File: config.mk
export PLATFORM = sky130hd
export DESIGN_NAME = pump_serial_command_framer
export DESIGN_NICKNAME = d
export VERILOG_FILES = /design/src/pump_framer_pkg.sv /design/src/pump_serial_command_framer.sv
export SDC_FILE = /design/constraint.sdc
export NUM_CORES = 1
export LEC_CHECK = 0
export BUFFER_PORTS_ARGS = -buffer_cell sky130_fd_sc_hd__buf_4
export CAP_MARGIN = 5
export CORE_ASPECT_RATIO = 1.75
export CORE_UTILIZATION = 55
export CTS_CLUSTER_DIAMETER = 150
export DETAILED_ROUTE_END_ITERATION = 10
export PLACE_DENSITY = 0.72
export REMOVE_ABC_BUFFERS = 1
export SETUP_SLACK_MARGIN = 0.4
export SLEW_MARGIN = 0
export SYNTH_ARGS = -nofsm -noshare
export SYNTH_HDL_FRONTEND = slang
export SYNTH_SLANG_ARGS = --single-unit
File: constraint.sdc
create_clock -name ref_clk_in -period 5.49 [get_ports ref_clk_in]
set_input_delay 1.098 -clock ref_clk_in [delete_from_list [all_inputs] [get_ports ref_clk_in]]
set_output_delay 1.098 -clock ref_clk_in [all_outputs]
set_load 0.005 [all_outputs]
File: src/pump_framer_pkg.sv
/*
 Constants, types and timing for the pump serial command framer.
 Assumes a 10 MHz system clock; rates derive from a 1200 bps base.
*/
package pump_framer_pkg;
    // Clock and line timing
    localparam int CLK_HZ = 10_000_000;
    localparam int BASE_BAUD_BPS = 1200;
    localparam int BASE_BIT_CYCLES = CLK_HZ / BASE_BAUD_BPS;
    localparam logic [2:0] RATE_SEL_MAX = 3'h5;
    localparam logic [5:0] MB_GAP_BITS = 6'h27;
    localparam logic [3:0] LAST_RX_BIT = 4'hA;
    localparam logic [3:0] LAST_TX_BIT = 4'hA;

    // Framing bytes
    localparam logic [7:0] HEAD_FLAG = 8'hE9;
    localparam logic [7:0] ESC_BYTE = 8'hE8;
    localparam logic [7:0] ESC_FOR_E8 = 8'h00;
    localparam logic [7:0] ESC_FOR_E9 = 8'h01;

    // Addressing
    localparam logic [7:0] ADDR_MIN = 8'h01;
    localparam logic [7:0] ADDR_MAX = 8'h1E;
    localparam logic [7:0] BCAST_ADDR = 8'h1F;
    localparam logic [7:0] MB_ADDR_MAX = 8'h20;

    // Command identifiers and lengths
    localparam logic [7:0] ID_SET_0 = 8'h57;
    localparam logic [7:0] ID_READ_0 = 8'h52;
    localparam logic [7:0] ID_J = 8'h4A;
    localparam logic [7:0] SET_LEN = 8'h06;
    localparam logic [7:0] READ_LEN = 8'h02;
    localparam logic [7:0] SET_RESP_LEN = 8'h02;
    localparam logic [7:0] READ_RESP_LEN = 8'h06;
    localparam logic [7:0] PAY_MAX = 8'h06;
    localparam logic [3:0] SET_RESP_LAST = 4'h4;
    localparam logic [3:0] READ_RESP_LAST = 4'h8;

    // Field positions
    localparam int RUN_BIT = 0;
    localparam int FULL_BIT = 1;
    localparam int CW_BIT = 0;

    // Values after reset
    localparam logic [15:0] RST_SPEED = 16'h0000;
    localparam logic RST_RUN = 1'b0;
    localparam logic RST_FULL = 1'b0;
    localparam logic RST_CW = 1'b1;

    typedef enum logic [2:0] {RX_IDLE, RX_ADDR, RX_LEN, RX_PAY, RX_FCS} frame_st_t;
    typedef enum logic [2:0] {TX_IDLE, TX_FLAG, TX_DATA, TX_ESC, TX_DONE} tx_st_t;
endpackage

File: src/pump_serial_command_framer.sv
/*
 Pump serial command framer: UART, flag framing, unstuffing, command
 decode, response build with stuffing, external start/stop and direction.
 Assumes an external RS485 transceiver steered by tx_drive_out and a
 separate Modbus engine fed from the mb_* byte stream.
*/
// Notes on behaviour
// RQ1 - Character: start, eight data, even parity, stop
// RQ2 - Six selectable rates, 1200 to 38400
// RQ3 - Order: flag, address, length, payload, check
// RQ4 - Frame starts with flag byte E9
// RQ5 - Sending: E8 becomes E8 00, E9 becomes E8 01
// RQ6 - Receiving: pairs revert to E8 and E9
// RQ7 - Escaped pair counts as one byte
// RQ8 - Addresses 1 to 30, 31 broadcasts
// RQ9 - Length equals payload byte count
// RQ10 - Check is XOR of address, length, payload
// RQ11 - Set command stores parameters, answers identifier
// RQ12 - Speed unsigned, most significant byte first
// RQ13 - Speed unit 0.1 rpm or 1 rpm
// RQ14 - Run bit 0, full speed bit 1
// RQ15 - Direction bit 0 set means clockwise
// RQ16 - Broadcast set executes without any response
// RQ17 - Read command answers identifier plus state
// RQ18 - Host never broadcasts a read request
// RQ19 - Start/stop input: level or pulse mode
// RQ20 - Direction input: level or pulse mode
// RQ21 - Flag frames and Modbus frames told apart
// RQ22 - Modbus station address 1 to 32
// RQ23 - Level direction: high clockwise, low counter-clockwise
// RQ24 - Bad check, length or address silently dropped
// RQ25 - Unescaped flag mid-frame restarts parsing
`timescale 1ns/1ps
`default_nettype none

module pump_serial_command_framer
    import pump_framer_pkg::*;
#(
    parameter int BIT_CYCLES_BASE = BASE_BIT_CYCLES,
    parameter bit TENTH_RPM_UNITS = 1'b1
) (
    // Clock and reset
    input wire logic ref_clk_in,
    input wire logic arst_n_in,
    // Serial line
    input wire logic rxd_in,
    output logic txd_out,
    output logic tx_drive_out,
    // Configuration
    input wire logic [2:0] rate_sel_in,
    input wire logic [4:0] unit_addr_in,
    input wire logic [5:0] mb_station_in,
    input wire logic ext_ctrl_in,
    input wire logic start_pulse_mode_in,
    input wire logic dir_pulse_mode_in,
    // External control pins
    input wire logic start_stop_in,
    input wire logic direction_in,
    // Drive state
    output logic [15:0] speed_out,
    output logic speed_tenth_rpm_out,
    output logic run_out,
    output logic full_speed_out,
    output logic cw_out,
    output logic params_set_out,
    // Modbus byte stream
    output logic mb_frame_start_out,
    output logic mb_byte_valid_out,
    output logic [7:0] mb_byte_out
);

    localparam logic [13:0] BASE_W = 14'(BIT_CYCLES_BASE);

    typedef struct packed {
        logic [2:0] rx_sync;
        logic rx_line;
        logic [2:0] ss_sync;
        logic ss_lvl;
        logic ss_half;
        logic ext_run;
        logic [2:0] dir_sync;
        logic dir_lvl;
        logic dir_half;
        logic ext_cw;
        logic rx_busy;
        logic [13:0] rx_cnt;
        logic [3:0] rx_bit;
        logic [9:0] rx_sh;
        logic [5:0] gap;
        logic mb_on;
        logic mb_first;
        logic mb_valid;
        logic [7:0] mb_byte;
        frame_st_t fst;
        logic esc;
        logic [7:0] addr;
        logic [7:0] len;
        logic [2:0] idx;
        logic [7:0] chk;
        logic [5:0][7:0] pay;
        logic [15:0] speed;
        logic run;
        logic full;
        logic cw;
        logic set_pulse;
        logic run_o;
        logic cw_o;
        tx_st_t tst;
        logic [8:0][7:0] resp;
        logic [3:0] resp_last;
        logic [3:0] tidx;
        logic tx_busy;
        logic [13:0] tx_cnt;
        logic [3:0] tx_bit;
        logic [10:0] tx_sh;
        logic de;
    } state_t;

    state_t s;
    state_t n;
    logic [2:0] rsel;
    logic [13:0] bit_len;
    logic [13:0] half;
    logic got;
    logic [7:0] rb;
    logic flag_ok;
    logic dv;
    logic [7:0] d;
    logic hit;
    logic mb_ok;
    logic exec_set;
    logic exec_read;
    logic bad_fcs;
    logic ld;
    logic [7:0] tb;
    logic [7:0] x;

    always_comb begin
        n = s;
        x = '0;
        got = 1'b0;
        rb = '0;
        dv = 1'b0;
        d = '0;
        exec_set = 1'b0;
        exec_read = 1'b0;
        bad_fcs = 1'b0;
        ld = 1'b0;
        tb = '0;
        n.set_pulse = 1'b0;
        n.mb_first = 1'b0;
        n.mb_valid = 1'b0;
        rsel = (rate_sel_in > RATE_SEL_MAX) ? RATE_SEL_MAX : rate_sel_in;
        bit_len = BASE_W >> rsel; // RQ2
        half = bit_len >> 1;
        hit = (s.addr == BCAST_ADDR) || ((s.addr == {3'b000, unit_addr_in})
            && ({3'b000, unit_addr_in} >= ADDR_MIN) && ({3'b000, unit_addr_in} <= ADDR_MAX)); // RQ8
        mb_ok = ({2'b00, mb_station_in} >= ADDR_MIN) && ({2'b00, mb_station_in} <= MB_ADDR_MAX); // RQ22

        // Pin synchronisers, change taken when second and third agree
        n.rx_sync = {s.rx_sync[1:0], rxd_in};
        n.ss_sync = {s.ss_sync[1:0], start_stop_in};
        n.dir_sync = {s.dir_sync[1:0], direction_in};
        if (s.rx_sync[1] == s.rx_sync[2]) begin
            n.rx_line = s.rx_sync[2];
        end
        if (s.ss_sync[1] == s.ss_sync[2]) begin
            n.ss_lvl = s.ss_sync[2];
        end
        if (s.dir_sync[1] == s.dir_sync[2]) begin
            n.dir_lvl = s.dir_sync[2];
        end

        // External inputs: level follows, pulse toggles on every second change
        if (!start_pulse_mode_in) begin
            n.ext_run = s.ss_lvl; // RQ19
            n.ss_half = 1'b0;
        end else if (n.ss_lvl != s.ss_lvl) begin
            n.ss_half = !s.ss_half;
            n.ext_run = s.ss_half ? !s.ext_run : s.ext_run; // RQ19
        end
        if (!dir_pulse_mode_in) begin
            n.ext_cw = s.dir_lvl; // RQ20 RQ23
            n.dir_half = 1'b0;
        end else if (n.dir_lvl != s.dir_lvl) begin
            n.dir_half = !s.dir_half;
            n.ext_cw = s.dir_half ? !s.ext_cw : s.ext_cw; // RQ20
        end

        // Receive character
        if (!s.rx_busy) begin
            n.rx_cnt = (s.rx_cnt >= bit_len - 14'd1) ? '0 : s.rx_cnt + 14'd1;
            if ((s.rx_cnt >= bit_len - 14'd1) && (s.gap != 6'h3F)) begin
                n.gap = s.gap + 6'd1;
            end
            if (!s.rx_line && !s.de) begin
                n.rx_busy = 1'b1;
                n.rx_cnt = '0;
                n.rx_bit = '0;
            end
        end else begin
            n.rx_cnt = s.rx_cnt + 14'd1;
            if (s.rx_cnt == ((s.rx_bit == 4'd0) ? half : bit_len - 14'd1)) begin
                n.rx_cnt = '0;
                if (s.rx_bit == 4'd0) begin
                    n.rx_busy = !s.rx_line;
                    n.rx_bit = 4'd1;
                end else begin
                    n.rx_sh = {s.rx_line, s.rx_sh[9:1]};
                    n.rx_bit = s.rx_bit + 4'd1;
                    if (s.rx_bit == LAST_RX_BIT) begin
                        n.rx_busy = 1'b0;
                        n.gap = '0;
                        got = n.rx_sh[9] && !(^n.rx_sh[8:0]); // RQ1
                        rb = n.rx_sh[7:0];
                        if (!got) begin
                            n.fst = RX_IDLE;
                        end
                    end
                end
            end
        end

        // Modbus frames: bytes outside flag frames after a silent gap
        flag_ok = got && (rb == HEAD_FLAG) && !(s.mb_on && (s.gap < MB_GAP_BITS)); // RQ21
        if (got && !flag_ok && (s.fst == RX_IDLE)) begin
            if (s.gap >= MB_GAP_BITS) begin
                n.mb_on = (rb == {2'b00, mb_station_in}) && mb_ok; // RQ21 RQ22
                n.mb_first = n.mb_on;
            end
            if (n.mb_on) begin
                n.mb_valid = 1'b1;
                n.mb_byte = rb;
            end
        end

        // Flag detection and unstuffing
        if (flag_ok) begin
            n.fst = RX_ADDR; // RQ4 RQ25
            n.esc = 1'b0;
            n.chk = '0;
            n.mb_on = 1'b0;
        end else if (got && (s.fst != RX_IDLE)) begin
            if (s.esc) begin
                n.esc = 1'b0;
                if (rb == ESC_FOR_E8) begin
                    dv = 1'b1; // RQ6 RQ7
                    d = ESC_BYTE;
                end else if (rb == ESC_FOR_E9) begin
                    dv = 1'b1; // RQ6 RQ7
                    d = HEAD_FLAG;
                end else begin
                    n.fst = RX_IDLE; // RQ24
                end
            end else if (rb == ESC_BYTE) begin
                n.esc = 1'b1;
            end else begin
                dv = 1'b1;
                d = rb;
            end
        end

        // Frame fields
        if (dv) begin
            unique case (s.fst)
                RX_IDLE: begin
                end
                RX_ADDR: begin
                    n.addr = d; // RQ3
                    n.chk = s.chk ^ d; // RQ10
                    n.fst = RX_LEN;
                end
                RX_LEN: begin
                    n.len = d;
                    n.chk = s.chk ^ d; // RQ10
                    n.idx = '0;
                    if (d > PAY_MAX) begin
                        n.fst = RX_IDLE; // RQ24
                    end else begin
                        n.fst = (d == 8'h00) ? RX_FCS : RX_PAY;
                    end
                end
                RX_PAY: begin
                    n.pay[s.idx] = d;
                    n.chk = s.chk ^ d; // RQ10
                    n.idx = s.idx + 3'd1;
                    if ({5'b00000, s.idx} == s.len - 8'd1) begin
                        n.fst = RX_FCS; // RQ9
                    end
                end
                RX_FCS: begin
                    n.fst = RX_IDLE;
                    if ((d == s.chk) && hit) begin // RQ24
                        exec_set = (s.len == SET_LEN) && (s.pay[0] == ID_SET_0)
                            && (s.pay[1] == ID_J); // RQ11
                        exec_read = (s.len == READ_LEN) && (s.pay[0] == ID_READ_0)
                            && (s.pay[1] == ID_J) && (s.addr != BCAST_ADDR); // RQ17 RQ18
                    end else begin
                        bad_fcs = 1'b1;
                    end
                end
            endcase
        end

        // Command execution and response build
        if (exec_set) begin
            n.speed = {s.pay[2], s.pay[3]}; // RQ12
            n.run = s.pay[4][RUN_BIT]; // RQ14
            n.full = s.pay[4][FULL_BIT]; // RQ14
            n.cw = s.pay[5][CW_BIT]; // RQ15
            n.set_pulse = 1'b1;
            if (s.addr != BCAST_ADDR) begin // RQ16
                n.resp[0] = s.addr;
                n.resp[1] = SET_RESP_LEN;
                n.resp[2] = ID_SET_0;
                n.resp[3] = ID_J;
                n.resp_last = SET_RESP_LAST;
                n.tst = TX_FLAG;
            end
        end
        if (exec_read) begin
            n.resp[0] = s.addr;
            n.resp[1] = READ_RESP_LEN;
            n.resp[2] = ID_READ_0;
            n.resp[3] = ID_J;
            n.resp[4] = s.speed[15:8]; // RQ12
            n.resp[5] = s.speed[7:0];
            n.resp[6] = {6'b000000, s.full, s.run};
            n.resp[7] = {7'b0000000, s.cw};
            n.resp_last = READ_RESP_LAST;
            n.tst = TX_FLAG; // RQ17
        end
        for (int i = 0; i < 8; i++) begin
            if (i < int'(n.resp_last)) begin
                x = x ^ n.resp[i]; // RQ10
            end
        end
        if (n.tst == TX_FLAG && s.tst == TX_IDLE) begin
            n.resp[n.resp_last] = x;
            n.tidx = '0;
            n.de = 1'b1;
        end

        // Transmit sequencer with stuffing
        if (!s.tx_busy) begin
            unique case (s.tst)
                TX_IDLE: begin
                end
                TX_FLAG: begin
                    ld = 1'b1;
                    tb = HEAD_FLAG; // RQ3 RQ4
                    n.tst = TX_DATA;
                end
                TX_DATA: begin
                    ld = 1'b1;
                    if ((s.resp[s.tidx] == ESC_BYTE) || (s.resp[s.tidx] == HEAD_FLAG)) begin
                        tb = ESC_BYTE; // RQ5
                        n.tst = TX_ESC;
                    end else begin
                        tb = s.resp[s.tidx];
                        n.tidx = s.tidx + 4'd1;
                        n.tst = (s.tidx == s.resp_last) ? TX_DONE : TX_DATA;
                    end
                end
                TX_ESC: begin
                    ld = 1'b1;
                    tb = (s.resp[s.tidx] == ESC_BYTE) ? ESC_FOR_E8 : ESC_FOR_E9; // RQ5
                    n.tidx = s.tidx + 4'd1;
                    n.tst = (s.tidx == s.resp_last) ? TX_DONE : TX_DATA;
                end
                TX_DONE: begin
                    n.de = 1'b0;
                    n.tst = TX_IDLE;
                end
            endcase
        end

        // Transmit character
        if (ld) begin
            n.tx_sh = {1'b1, ^tb, tb, 1'b0}; // RQ1
            n.tx_busy = 1'b1;
            n.tx_cnt = '0;
            n.tx_bit = '0;
        end else if (s.tx_busy) begin
            n.tx_cnt = s.tx_cnt + 14'd1;
            if (s.tx_cnt == bit_len - 14'd1) begin
                n.tx_cnt = '0;
                n.tx_sh = {1'b1, s.tx_sh[10:1]};
                n.tx_bit = s.tx_bit + 4'd1;
                n.tx_busy = (s.tx_bit != LAST_TX_BIT);
            end
        end

        n.run_o = ext_ctrl_in ? n.ext_run : n.run;
        n.cw_o = ext_ctrl_in ? n.ext_cw : n.cw;
    end

    always_ff @(posedge ref_clk_in or negedge arst_n_in) begin
        if (!arst_n_in) begin
            s <= '0;
            s.rx_sync <= '1;
            s.rx_line <= 1'b1;
            s.tx_sh <= '1;
            s.speed <= RST_SPEED;
            s.run <= RST_RUN;
            s.full <= RST_FULL;
            s.cw <= RST_CW;
            s.cw_o <= RST_CW;
        end else begin
            s <= n;
        end
    end

    assign txd_out = s.tx_sh[0];
    assign tx_drive_out = s.de;
    assign speed_out = s.speed;
    assign speed_tenth_rpm_out = TENTH_RPM_UNITS; // RQ13
    assign run_out = s.run_o;
    assign full_speed_out = s.full;
    assign cw_out = s.cw_o;
    assign params_set_out = s.set_pulse;
    assign mb_frame_start_out = s.mb_first;
    assign mb_byte_valid_out = s.mb_valid;
    assign mb_byte_out = s.mb_byte;
endmodule // pump_serial_command_framer

`default_nettype wire

# After elaboration in Yosys (flattened, before gate mapping)
# Cells that the tools add are included.
# word_totals
elab_cells	316
input_bits	22
regBits	277
out_inout_bits	33
# op_classes
magnitude_cmp	22
muxes	120
bitwise	9
addsub	9
shifts	1
n_eq_ne	41
reduce_logical	59
# ops
operator	n
two-way mux 8 bit	25
two-way mux 30 bit	3
bitwise mux 72 bit	1
two-way mux 36 bit	2
two-way mux 68 bit	1
two-way mux 64 bit	1
XOR 8 bit	8
two-way mux 3 bit	19
two-way mux 56 bit	1
bitwise mux 48 bit	1
two-way mux 48 bit	1
two-way mux 19 bit	2
two-way mux 35 bit	1
two-way mux 1 bit	33
binary-select mux 8 bit (select 4 bit)	1
demux 8 bit (select 4 bit)	1
equality test 8 bit (second input constant)	4
adder 14 x 1 -> 14 bit (second input constant)	2
equality test 14 bit	2
two-way mux 14 bit	2
two-way mux 4 bit	7
demux 8 bit (select 3 bit)	1
equality test 8 x 7 -> 1 bit (second input constant)	3
one-hot mux 3 bit (4 select lines)	2
65 further kinds	137

# Longest topological paths before layout
# logic_depth
depth_word	39
ltp_mapped	25
ltp_nobuf	22

# Worst setup path before layout
# Ideal clock, no wire load.
# synth_timing
path_kind	in2reg
startpoint	in rate_sel_in[2]
endpoint	reg s[103] (netlist name)
arrival_ps	5470
path_buffers	4
stages	22
t_required_ps	5365
path_slack_ps	-105
setup_ps	125
cell_sequence	buf_2 -> buf_2 -> buf_2 -> nand2_1 -> nand2_1 -> ha_1 -> nor4b_1 -> a311oi_1 -> o21ai_0 -> o211ai_1 -> or3_1 -> buf_2 -> nor4_1 -> mux2_2 -> nand4_2 -> mux2_4 -> a21boi_4 -> xnor2_1 -> xnor2_1 -> xnor2_1 -> xor2_1 -> mux2_2
# synth_between
elab_chain_cells	38
elab_cells_between_ends	72
classes_between	1 x add/sub; 11 x order compare; 6 x eq/ne; 1 x shift; 39 x mux; 7 x bitwise; 7 x reduce/logical
# synth_rtl
item	line_no	source
from (decl)	pump_serial_command_framer.sv:50	input wire logic [2:0] rate_sel_in,
greater-than comparator 3 bit	pump_serial_command_framer.sv:153	rsel = (rate_sel_in > RATE_SEL_MAX) ? RATE_SEL_MAX : rate_sel_in;
two-way mux 3 bit *	pump_serial_command_framer.sv:153	
>> shifter 14 x 3 -> 14 bit *	pump_serial_command_framer.sv:154	bit_len = BASE_W >> rsel;
subtractor 14 x 1 -> 14 bit	pump_serial_command_framer.sv:203	if (s.rx_cnt == ((s.rx_bit == 4'd0) ? half : bit_len - 14'd1)) begin
two-way mux 14 bit *	pump_serial_command_framer.sv:203	
equality test 14 bit *	pump_serial_command_framer.sv:203	
two-way mux 8 bit	pump_serial_command_framer.sv:203	
two-way mux 8 bit	pump_serial_command_framer.sv:191	if (!s.rx_busy) begin
(+22 left out)	-	
two-way mux 8 bit	pump_serial_command_framer.sv:334	if (i < int'(n.resp_last)) begin
XOR 8 bit	pump_serial_command_framer.sv:335	x = x ^ n.resp[i];
two-way mux 8 bit	pump_serial_command_framer.sv:334	
XOR 8 bit	pump_serial_command_framer.sv:335	
two-way mux 8 bit	pump_serial_command_framer.sv:334	
XOR 8 bit	pump_serial_command_framer.sv:335	
two-way mux 8 bit	pump_serial_command_framer.sv:334	
bitwise mux 72 bit	pump_serial_command_framer.sv:339	n.resp[n.resp_last] = x;
to (signal assigned)	pump_serial_command_framer.sv:410	s <= n;
to (decl)	pump_serial_command_framer.sv:119	state_t s;
# Mark *: on every way between the ends. The rest lies on a longest branch, timed or not.
# A chain may end at the register's enable or synchronous reset.

# Worst setup path after layout
# layout_timing
startpoint	in rate_sel_in[1]
endpoint	reg s[103] (netlist name)
# Same word-level chain as after synthesis.

==> flow_metrics.py <==
metrics = {
    "clocking": {
        "clk_path_buf_depth": 3,
        "cts_buffers": 26,
        "cts_tree": "yes",
        "ctsHoldBuffers": 0,
        "clk_pin_slew_ns": 0.06,
        "cts_max_level": 1,
        "root_buffer": "clkbuf_16",
        "cts.sinks": 263,
        "clk_latency_ns": 0.55,
    },
    "layout": {
        "stdcell_count": 2057,
        "fillers": 2251,
        "area_growth_syn_to_layout_pct": 12.1,
        "nNetsFinal": 1723,
        "final_layout_size_suffix_gt1_share_pct": 17.0,
        "antenna_cells": 0,
    },
    "timing": {
        "rsz0062_at_grt": "false",
        "fmaxAchievable_ghz": 0.203,
        "skew_ns": 0.0149,
        "final.min_clock_period_ns": 4.92,
        "tns_ns": 0,
        "worst_slew_pin_slew_ns": 1.09,
        "slew_headroom_pct": 26.7,
        "setup_viol": 0,
        "slew_violations": 0,
        "hold_violations": 0,
        "timing.final.crit_share_pct": 89.6,
    },
    "setup_path": {
        "critPathRequiredTime_ns": 5.93,
        "cp.arrival_ns": 5.36,
        "r2r-start": "s[236]$_DFFE_PN0P_",
        "r2r_setup_slack_ns": 0.73,
        "reg2reg_to": "s[33]$_DFF_PN0_",
        "reg2reg_depth": 16,
        "critical_path_class": "in -> reg",
        "cp_max_fo": 5,
        "cp-end-kind": "flop",
        "critPathLaunchType": "primary input",
    },
    "routing": {
        "vias": 12300,
        "ant_nets": 0,
        "wl_um": 39000,
        "drt_first_pass_iters": 5,
        "drt-initial-drc-count": 787,
        "via_per_inst": 5.97,
        "drcViolationCount": 0,
        "wire_per_inst_um": 19.0,
    },
    "run": {
        "drv_cap": 0,
    },
    "logic_synthesis": {
        "syn_area_um2": 15100,
        "syn_area_per_cell_um2": 9.32,
        "ys_seq_area_share_pct": 43.7,
        "netlist_instances": 1620,
        "synth_edf_count": 0,
        "async_reset_ff_share_pct": 100,
        "ys.flop_type": "dfrtp_1",
        "ys_types": 91,
        "ys_warn_count": 0,
        "synth-seq-cells": 263,
    },
    "power_and_ir_drop": {
        "p_leak_nw": 7.71,
        "pwr_density_cell_nw_per_um2": 279,
        "peakVddDrop_v": 0.000268,
    },
    "placed_design": {
        "dpl.hpwl_um": 28600,
        "post-place-cells": 2006,
        "port_buffers": 53,
        "globalplace.congestion": 0.900,
    },
    "global_route": {
        "grt_util_all_layers_pct": 28.6,
        "grt_pass1_vias": 12500,
        "grt_overflow": 0,
        "grt_first_pass_wirelength_um": 64200,
        "grt_max_degree": 108,
        "antenna_found_initial": 0,
    },
    "hold_path": {
        "min_to": "n[266]$_DFF_PN0_",
        "hold_path_class": "reg -> reg",
        "hp-start": "n[265]$_DFF_PN0_",
        "min_path_cells": 0,
    },
    "floorplanning": {
        "die-area_um2": 28100,
        "std_cell_rows": 79,
        "start_util_pct": 56.3,
        "die_w_um": 127,
        "die_height_um": 221,
        "core_um2": 26800,
        "ios": 55,
    },
    "outcome": {
        "status": "finished clean",
    },
}
## sequential cells by signal (all words and copies together), names as in the netlist
name / cells
mb_frame_start_out: 1
n: 6
txd_out: 1
cw_out: 1
run_out: 1
speed_out: 16
mb_byte_out: 8
full_speed_out: 1
params_set_out: 1
s: 225
tx_drive_out: 1
mb_byte_valid_out: 1
## stage by stage
step / worst slack [ns] / hold slack (ns) / power [mW] / util (%) / area (um^2)
6_report: 0.568 / 0.353 / 4.72 / 63.2 / 16900
5_1_grt: 0.359 / 0.365 / 4.94 / 63.2 / 16900
4_1_cts: 0.513 / 0.356 / 4.74 / 62.8 / 16800
3_5_place_dp: -0.0484 / 0.339 / 2.99 / 59.8 / 16000
3_3_place_gp: 0.0291 / 0.337 / 2.96 / 59.8 / 16000
2_1_floorplan: -0.903 / 0.331 / 2.70 / - / 14500
## critical path, cell delays in order
cell and delay, ns:
buf_4 0.12, nor2b_2 0.16, ha_1 0.31, buf_4 0.15, nor2_1 0.08, a221oi_1 0.08
buf_4 0.16, a21oi_1 0.13, o32ai_1 0.10, buf_4 0.16, or3_4 0.43, or4_1 0.54
o211ai_2 0.14, buf_4 0.18, nand4_1 0.23, mux2i_2 0.30, nor2_2 0.06, xnor2_1 0.13
xnor2_1 0.25, xnor2_1 0.13, xor2_1 0.15, mux2_2 0.26
## cells by family after synthesis
kind of cell | after synthesis | synth area share (%)
mux | 89 | 7.61
other cells | 1 | 0.0248
simple gates | 631 | 21.0
xor+xnor | 110 | 6.57
compound gates | 335 | 13.5
flops | 263 | 43.7
buf+inv | 159 | 4.93
fa+ha+maj | 32 | 2.59
## routing by layer
| layer | global-route usage [%] | vias up | routed length [um] |
|---|---|---|---|
| met4 | 15.6 | 0 | 2100 |
| met3 | 2.95 | 118 | 1440 |
| met1 | 32.6 | 6054 | 14900 |
| met5 | 0 | - | 0 |
| li1 | - | 5791 | - |
| met2 | 51.7 | 322 | 20500 |
## cells in the mapped netlist (all sizes together), types with 39 or more instances
cell type,number,share of area [%]
and2,47,1.9
xor2,39,2.3
a21oi,63,2.1
xnor2,69,4.0
inv,52,1.3
dfrtp,246,41
clkbuf,56,1.4
nor2,139,3.5
nand3,59,2.0
mux2,43,3.2
o21ai,158,5.2
buf,51,2.2
nand2,187,4.7
## cell type report
cell class              instances  area [um^2]  share of cell area, %
repair buffers                132         1030                   6.07
multi-input cells            1198         7820                   46.2
well taps                     364          455                   2.69
clock buffers                  44          758                   4.48
clock inverters                 4         56.3                  0.333
flip-flops and latches        263         6600                   39.0
inverters                      52          195                   1.15
## cells in the final DEF (no fill, tap or decap), drive strengths merged, types with 23 or more instances in the layout
master  count
dfrtp     246
xor2       39
nand3      59
clkbuf     44
buf       132
and3       23
nand2     187
mux2       43
and2       47
ha         28
nand4      23
a21oi      63
xnor2      69
mux2i      30
nor4       24
inv        52
o21ai     158
nor2      139
nor3       30
## how the worst max path moves through the flow
| stage | from | to | cells after the start |
|---|---|---|---|
| after floorplan | rate_sel_in[0] | s[74]$_DFF_PN0_ | 19 |
| after global placement | rate_sel_in[2] | s[103]$_DFFE_PN0P_ | 22 |
| after detailed placement | rate_sel_in[2] | s[103]$_DFFE_PN0P_ | 20 |
| after CTS | rate_sel_in[2] | s[103]$_DFFE_PN0P_ | 20 |
| after global routing | rate_sel_in[0] | s[103]$_DFFE_PN0P_ | 24 |
| final | rate_sel_in[1] | s[103]$_DFFE_PN0P_ | 22 |
## power by group
part	switching, mW	total [mW]	internal, mW	leakage [nW]
logic	0.377	0.726	0.349	3.88
clock network	0.757	1.74	0.985	0.395
registers	0.172	2.25	2.08	3.44
## what timing repair did
item,CTS,global route
resized for setup,0,17
buffers inserted,0,3
setup endpoints to repair,0,31
Power figures use the tool's default switching activity.
